--- src/hw/xirq_pkg.sv ---
// xirq_pkg: constants and carriers for the extended interrupt mask/priority
// and power-mode block; shared by the block and its registered split helper.
package xirq_pkg;
   // special-function addresses
   localparam logic [7:0] ADDR_EXT_IRQ_ENABLE_2   = 8'hE7;
   localparam logic [7:0] ADDR_EXT_IRQ_PRIORITY_1 = 8'hF6;
   localparam logic [7:0] ADDR_EXT_IRQ_PRIORITY_2 = 8'hF7;
   localparam logic [7:0] ADDR_POWER_CONTROL      = 8'h87;
   // reset values
   localparam logic [7:0] RST_EXT_IRQ_ENABLE_2    = 8'h00;
   localparam logic [7:0] RST_EXT_IRQ_PRIORITY_1  = 8'h00;
   localparam logic [7:0] RST_EXT_IRQ_PRIORITY_2  = 8'h00;
   localparam logic [7:0] RST_POWER_CONTROL       = 8'h00;
   // power control fields
   localparam int         BIT_IDLE_SEL            = 0;
   localparam int         BIT_STOP_SEL            = 1;
   localparam logic [7:0] POWER_CONTROL_MODE_MASK          = 8'h03;
   // enable register 2 field positions
   localparam int BIT_TIMER_THREE  = 0;
   localparam int BIT_ADC_A_EOC    = 1;
   localparam int BIT_TIMER_FOUR   = 2;
   localparam int BIT_ADC_B_EOC    = 3;
   localparam int BIT_EXT_IRQ_SIX  = 4;
   localparam int BIT_EXT_IRQ_SEVEN = 5;
   localparam int BIT_UART_B       = 6;
   localparam int BIT_CRYSTAL_VALID = 7;
   // overflow / valid flag position in the owning control registers
   localparam int BIT_CTRL_FLAG    = 7;
   // missing-clock detector timeout
   localparam int CLK_HZ           = 20_000_000;
   localparam int MCD_TIMEOUT_US   = 100;
   localparam int MCD_TIMEOUT_CYC  = (CLK_HZ / 1_000_000) * MCD_TIMEOUT_US;

   typedef enum logic [2:0] {
      PWR_RUN  = 3'b001,
      PWR_IDLE = 3'b010,
      PWR_STOP = 3'b100
   } pwr_state_t;

   // special-function bus write/read request
   typedef struct packed {
      logic       wr;
      logic       rd;
      logic [7:0] addr;
      logic [7:0] wdata;
   } sfr_req_t;

   // one-per-bit request sources of the second extended group
   typedef struct packed {
      logic [7:0] timer_four_control;
      logic [7:0] timer_three_control;
      logic [7:0] ext_osc_control;
      logic       uart_b;
      logic       ext_irq_seven;
      logic       ext_irq_six;
      logic       adc_b_eoc;
      logic       adc_a_eoc;
   } irq_src_t;
endpackage

--- src/hw/xirq_power_ctrl.sv ---
// xirq_power_ctrl: extended enable 2 and priority 1/2 registers, the power
// control mode bits, and the idle/stop state of the core.
// assumes a single-cycle special-function bus from the core; the core
// honours halt_o and restarts at 0x0000 on any reset it receives.
// the watchdog and missing-clock detector live outside; their resets
// arrive on rst_i, so this block never times anything itself.
//
// Operation
// - enable two resets zero, one enables
// - timer four request from overflow flag
// - timer three request from overflow flag
// - crystal request from oscillator valid flag
// - priority one resets zero, one high (here only held and read back; priority two drives the split)
// - priority two resets zero, one high
// - idle halts core, peripherals keep running
// - enabled interrupt leaves idle, resumes core
// - reset ends idle, restart at zero
// - enabled watchdog reset ends idle
// - stop halts core and system clock
// - only reset leaves stop, no interrupts
// - missing clock detector reset ends stop
// - power control at 0x87, reads zero
// - requests sampled and decoded every cycle
`timescale 1ns/10ps
module xirq_power_ctrl (
   // clock and reset (system reset covers pin, watchdog and detector)
   input  wire logic              clk_i,
   input  wire logic              rst_i,
   // special-function bus
   input  wire xirq_pkg::sfr_req_t sfr_i,
   output logic            [7:0]  rdata_o,
   output logic                   rhit_o,
   // interrupt sources and base-group wake
   input  wire xirq_pkg::irq_src_t src_i,
   input  wire logic              other_irq_i,
   input  wire logic              global_en_i,
   // decoded requests to the core
   output logic            [7:0]  irq_high_o,
   output logic            [7:0]  irq_low_o,
   // power state
   output logic                   halt_o,
   output logic                   clk_stop_o,
   output logic                   idle_o
);
   import xirq_pkg::*;

   logic       [7:0] enable_q;
   logic       [7:0] prio1_q;
   logic       [7:0] prio2_q;
   logic       [7:0] raw_req;
   logic       [7:0] masked_req;
   logic       [7:0] rdata_d;
   logic             rhit_d;
   logic             wake;
   logic             wr_enable;
   logic             wr_prio1;
   logic             wr_prio2;
   logic             wr_power;
   pwr_state_t       state_q;

   // write strobes; the core makes at most one access per cycle
   assign wr_enable = sfr_i.wr && (sfr_i.addr == ADDR_EXT_IRQ_ENABLE_2);
   assign wr_prio1  = sfr_i.wr && (sfr_i.addr == ADDR_EXT_IRQ_PRIORITY_1);
   assign wr_prio2  = sfr_i.wr && (sfr_i.addr == ADDR_EXT_IRQ_PRIORITY_2);
   assign wr_power  = sfr_i.wr && (sfr_i.addr == ADDR_POWER_CONTROL);

   always_ff @(posedge clk_i) begin
      if (rst_i) begin
         enable_q <= RST_EXT_IRQ_ENABLE_2;
      end else if (wr_enable) begin
         enable_q <= sfr_i.wdata;
      end
   end

   always_ff @(posedge clk_i) begin
      if (rst_i) begin
         prio1_q <= RST_EXT_IRQ_PRIORITY_1;
      end else if (wr_prio1) begin
         prio1_q <= sfr_i.wdata;
      end
   end

   always_ff @(posedge clk_i) begin
      if (rst_i) begin
         prio2_q <= RST_EXT_IRQ_PRIORITY_2;
      end else if (wr_prio2) begin
         prio2_q <= sfr_i.wdata;
      end
   end

   // source mapping; flags live in their owners' control registers
   // low control bits may change freely; only the flag bit raises a request
   always_comb begin
      raw_req = 8'h00;
      raw_req[BIT_TIMER_THREE]   = src_i.timer_three_control[BIT_CTRL_FLAG];
      raw_req[BIT_ADC_A_EOC]     = src_i.adc_a_eoc;
      raw_req[BIT_TIMER_FOUR]    = src_i.timer_four_control[BIT_CTRL_FLAG];
      raw_req[BIT_ADC_B_EOC]     = src_i.adc_b_eoc;
      raw_req[BIT_EXT_IRQ_SIX]   = src_i.ext_irq_six;
      raw_req[BIT_EXT_IRQ_SEVEN] = src_i.ext_irq_seven;
      raw_req[BIT_UART_B]        = src_i.uart_b;
      raw_req[BIT_CRYSTAL_VALID] = src_i.ext_osc_control[BIT_CTRL_FLAG];
   end

   // per-bit masking, gated by global enable
   assign masked_req = global_en_i ? (raw_req & enable_q) : 8'h00;

   // priority one is only held for the core; its sources live elsewhere
   // priority decode
   xirq_prio_split u_split (
      .clk_i  (clk_i),
      .rst_i  (rst_i),
      .req_i  (masked_req),
      .prio_i (prio2_q),
      .high_o (irq_high_o),
      .low_o  (irq_low_o)
   );

   // wake uses the same masking as the core, so a disabled source
   // cannot end idle on its own
   assign wake = (|masked_req) || other_irq_i;

   // stop is final: only rst_i can take the machine out of it
   // power state; any system reset (pin, watchdog, detector) lands in run
   always_ff @(posedge clk_i) begin
      if (rst_i) begin
         state_q <= PWR_RUN;
      end else begin
         unique case (state_q)
            PWR_RUN: begin
               if (wr_power && sfr_i.wdata[BIT_STOP_SEL]) begin
                  state_q <= PWR_STOP;
               end else if (wr_power && sfr_i.wdata[BIT_IDLE_SEL]) begin
                  state_q <= PWR_IDLE;
               end
            end
            PWR_IDLE: begin
               if (wake) begin
                  state_q <= PWR_RUN;
               end
            end
            PWR_STOP: begin
               // only reset leaves
               // interrupts are ignored; in silicon the clock is already gone
               state_q <= PWR_STOP;
            end
            // a corrupted one-hot code falls back to run rather than hang
            default: state_q <= PWR_RUN;
         endcase
      end
   end

   // halt follows the state one edge later; a wake in idle drops it at once
   always_ff @(posedge clk_i) begin
      if (rst_i) begin
         halt_o <= 1'b0;
      end else begin
         halt_o <= (state_q != PWR_RUN) && !(state_q == PWR_IDLE && wake);
      end
   end

   always_ff @(posedge clk_i) begin
      if (rst_i) begin
         clk_stop_o <= 1'b0;
      end else begin
         clk_stop_o <= (state_q == PWR_STOP);
      end
   end

   always_ff @(posedge clk_i) begin
      if (rst_i) begin
         idle_o <= 1'b0;
      end else begin
         idle_o <= (state_q == PWR_IDLE) && !wake;
      end
   end

   // reads have no side effects, so decoding every cycle is harmless
   always_comb begin
      rdata_d = 8'h00;
      rhit_d  = 1'b1;
      unique case (sfr_i.addr)
         ADDR_EXT_IRQ_ENABLE_2:   rdata_d = enable_q;
         ADDR_EXT_IRQ_PRIORITY_1: rdata_d = prio1_q;
         ADDR_EXT_IRQ_PRIORITY_2: rdata_d = prio2_q;
         ADDR_POWER_CONTROL:      rdata_d = RST_POWER_CONTROL & ~POWER_CONTROL_MODE_MASK;
         default:                 rhit_d  = 1'b0;
      endcase
   end

   // read data registered; other power-control bits belong elsewhere
   always_ff @(posedge clk_i) begin
      if (rst_i) begin
         rdata_o <= 8'h00;
      end else begin
         rdata_o <= sfr_i.rd ? rdata_d : 8'h00;
      end
   end

   // hit flag tells the core that this block answered the read
   always_ff @(posedge clk_i) begin
      if (rst_i) begin
         rhit_o <= 1'b0;
      end else begin
         rhit_o <= sfr_i.rd && rhit_d;
      end
   end
endmodule

--- src/hw/xirq_prio_split.sv ---
// xirq_prio_split: registered split of masked requests into high and low
// priority groups.
// assumes requests and masks are synchronous to clk_i.
`timescale 1ns/10ps
module xirq_prio_split (
   // clock and reset
   input  wire logic       clk_i,
   input  wire logic       rst_i,
   // requests and priority
   input  wire logic [7:0] req_i,
   input  wire logic [7:0] prio_i,
   // decoded groups
   output logic      [7:0] high_o,
   output logic      [7:0] low_o
);
   import xirq_pkg::*;

   always_ff @(posedge clk_i) begin
      if (rst_i) begin
         high_o <= 8'h00;
         low_o  <= 8'h00;
      end else begin
         high_o <= req_i & prio_i;
         low_o  <= req_i & ~prio_i;
      end
   end
endmodule

--- config.mk ---
export PLATFORM = sky130hd
export DESIGN_NAME = xirq_power_ctrl
export DESIGN_NICKNAME = d
export VERILOG_FILES = /design/src/hw/xirq_pkg.sv /design/src/hw/xirq_power_ctrl.sv /design/src/hw/xirq_prio_split.sv
export SDC_FILE = /design/constraint.sdc
export NUM_CORES = 1
export LEC_CHECK = 0
export BUFFER_PORTS_ARGS = -buffer_cell sky130_fd_sc_hd__buf_2
export CORE_MARGIN = 4
export CORE_UTILIZATION = 45
export CTS_CLUSTER_DIAMETER = 120
export DETAILED_ROUTE_END_ITERATION = 10
export GPL_ROUTABILITY_DRIVEN = 0
export MAX_ROUTING_LAYER = met4
export PLACE_DENSITY = 0.74
export SYNTH_ARGS = -nofsm -noshare
export SYNTH_HDL_FRONTEND = slang
export SYNTH_SLANG_ARGS = --single-unit
--- constraint.sdc ---
create_clock -name clk_i -period 2.7 [get_ports clk_i]
set_input_delay 0.81 -clock clk_i [delete_from_list [all_inputs] [get_ports clk_i]]
set_output_delay 0.81 -clock clk_i [all_outputs]
set_load 0.1 [all_outputs]
==> impl_metrics.tcl <==
set metrics [dict create \
    synth_top_cells_by_area "dfxtp_1 (52%), mux2i_1 (11%), nor2_1 (6.2%), nor3_1 (4.3%), mux2_2 (4.3%)" \
    dr_wl_met3_microns 197 \
    firstDrtPassIters 4 \
    cts_tree "yes" \
    crit_fanout 15 \
    drc 0 \
    synth_area_sq_um 2120 \
    num_antenna_cells 0 \
    wirelength_microns 4410 \
    status "complete, no violations" \
    wl_per_cell_microns 13.7 \
    rsz0062_at_grt "false" \
    ys_seq_area_share_pct 52.0 \
    fill_cells 411 \
    power_frac_clock_pct 34.5 \
    fp-row-count 24 \
    pwr-share-seq_pct 60.5 \
    worstSetupPathType "in2reg" \
    synth-seq-cells 55 \
    highest_layer "met4" \
    die_w_microns 76.6 \
    start_util_pct 47.7 \
    reg2reg_from "state_q[1]$_SDFFE_PP0P_" \
    hold_class "reg2reg" \
    ctsResizeCount 0 \
    powerDensity_nw_per_um2 529 \
    timing.final.hold_violations 0 \
    yosysTopAreaCell "dfxtp_1" \
    syn_nets 264 \
    overflow 0 \
    ir_worst_vdd_mv 0.306 \
    core_sq_um 4440 \
    viasPerCell 5.06 \
    layout_commonest_cell "buf_2" \
    dr_wl_met2_microns 2060 \
    period_needed_ns 1.89 \
    path_clk_slew_ns 0.09 \
    worst_slack_ns 0.815 \
    stdcell_area_sq_um 2530 \
    switching_share_pct 22.0 \
    end_kind "register" \
    critPathLaunchType "input port" \
    grt_start_max_net_pins 31 \
    grt_pass1_vias 1563 \
    syn-instance-count 213 \
    yosysWarningCount 0 \
    dieArea_sq_um 5870 \
    cts-htree-levels 2 \
    setup_viol 0 \
    fin_setup_tns_ns 0 \
    layout_common_cells "buf_2 (57), dfxtp_1 (55), nor2_1 (35)" \
    worstRegToRegCells 4 \
    die-height_microns 76.6 \
    layout.nets 320 \
    dp_slack_ns 0.515 \
    grt_first_pass_wirelength_microns 7360 \
    drive_above_1_share_pct 28.9 \
    cts.root.buffer_cell "clkbuf_8" \
    finalClockSkew_ns 0.00513 \
    holdBufCountCts 0 \
    io_buffers 57 \
    fin_util_pct 57.0 \
    required_ns 2.88 \
    numCtsBuffers 5 \
    leakage_nw 1.01 \
    hold_depth 2 \
    slew_headroom_pct 58.0 \
    clock.fmax_ghz 0.530 \
    slew_violations 0 \
    reg2reg_to "state_q[0]$_SDFFE_PP1P_" \
    clock-sinks 55 \
    vias 1629 \
    finalCritPeriodShare_pct 69.8 \
    synth.distinct_cells 33 \
    worst_pin_slew_ns 0.629 \
    insertion_delay_ns 0.30 \
    grt_usage_pct 15.8 \
    hold_end "u_split.high_o[7]$_SDFF_PP0_" \
    p_comb_share_pct 5.0 \
    cap_violations 0 \
    syn_avg_cell_area_sq_um 9.94 \
    postCtsSetupBuffers 0 \
    num_io_pins 79 \
    dpl.hpwl_microns 3280 \
    p_sw_w 0.000294 \
    syn_to_final_growth_pct 19.6 \
    drt.antenna.violating_nets 0 \
    synth.top_cell.area_share_pct 52.0 \
    wirelength_met1_microns 2100 \
    antenna_found_initial 0 \
    p_int_w 0.00105 \
    placed_cell_area_sq_um 2440 \
    arrival_ns 2.06 \
    first_iter_violations 77 \
    rrSetupSlack_ns 1.23 \
    power_w 0.00134 \
    cts_buffer_depth 2 \
    min_from "prio2_q[7]$_SDFFE_PP0P_" \
]
-- cells in the mapped netlist --
cell type,instances
o22a_1,1
a31oi_1,1
buf_2,1
and4_1,2
a21boi_0,2
mux2i_1,24
nand4b_4,1
dfxtp_1,55
nand3_1,2
nor3_1,18
or2_2,1
a21oi_1,2
or3_1,1
nand2_1,11
nor4b_1,3
o41ai_1,1
nand2_2,1
nor4_1,3
nor3_4,3
nand2b_1,1
a22oi_1,8
mux2_2,8
inv_1,10
nor2_1,35
clkbuf_1,3
buf_1,4
o21ai_0,2
xnor2_1,1
o2111ai_1,1
a211o_1,1
nor2b_1,3
and3_1,1
nand3b_1,2
-- layout make-up --
class / count / area, sq um / share of cell area, %
well taps: 52 / 65.1 / 2.57
clock buffers: 7 / 86.3 / 3.41
inverters: 10 / 37.5 / 1.48
clock inverters: 1 / 8.76 / 0.346
multi-input cells: 140 / 948 / 37.5
repair buffers: 57 / 285 / 11.3
flip-flops and latches: 55 / 1100 / 43.5
-- stage by stage --
step | hold slack, ns | instances
after global placement | 0.461 | 314
after CTS | 0.474 | 322
final | 0.477 | 322
after floorplan | 0.438 | 213
after global routing | 0.504 | 322
after detailed placement | 0.465 | 314
-- power groups by stage --
stage	logic [W]	clock network, W	registers (W)
2_1_floorplan	0.0000307	0	0.000831
3_3_place_gp	0.0000670	0	0.000830
3_5_place_dp	0.0000673	0	0.000830
4_1_cts	0.0000674	0.000472	0.000811
5_1_grt	0.0000735	0.000501	0.000812
6_report	0.0000669	0.000462	0.000811
-- how the worst max path moves through the flow --
stage,from,end,slack (ns),cells past startpoint
after floorplan,sfr_i[11],enable_q[0]$_SDFFE_PP0P_,0.83,4
after global placement,sfr_i[12],enable_q[7]$_SDFFE_PP0P_,0.51,5
after detailed placement,sfr_i[12],enable_q[7]$_SDFFE_PP0P_,0.51,5
after CTS,sfr_i[12],enable_q[7]$_SDFFE_PP0P_,0.81,5
after global routing,rst_i,u_split.high_o[6]$_SDFF_PP0_,0.72,4
final,sfr_i[12],enable_q[7]$_SDFFE_PP0P_,0.81,5
-- registers in the layout, indices dropped and copies added, names as in the netlist, 3 cells and up --
| signal | flops |
|---|---|
| u_split.high_o | 8 |
| prio1_q | 8 |
| u_split.low_o | 8 |
| state_q | 3 |
| enable_q | 8 |
| rdata_o | 8 |
| prio2_q | 8 |
-- critical path, cell delays in order --
cell and delay [ns]:
buf_2 0.20, nand3b_1 0.27, nor3_4 0.47, mux2i_1 0.26, nor2_1 0.05
-- kinds of logic after synthesis --
| logic type | synth area share (%) |
|---|---|
| AND/OR/NAND/NOR | 22.3 |
| flip-flops | 52.0 |
| multiplexers | 15.6 |
| AO/OA/AOI/OAI | 6.44 |
| buffers and inverters | 3.25 |
| XOR/XNOR | 0.414 |
-- per-layer routing --
| metal | GRT usage [%] | vias to the layer above |
|---|---|---|
| met5 | - | - |
| met4 | 5.98 | 0 |
| met3 | 2.96 | 5 |
| met2 | 24.1 | 39 |
| met1 | 20.8 | 734 |
| li1 | - | 851 |
(Power assumes the default switching activity.)
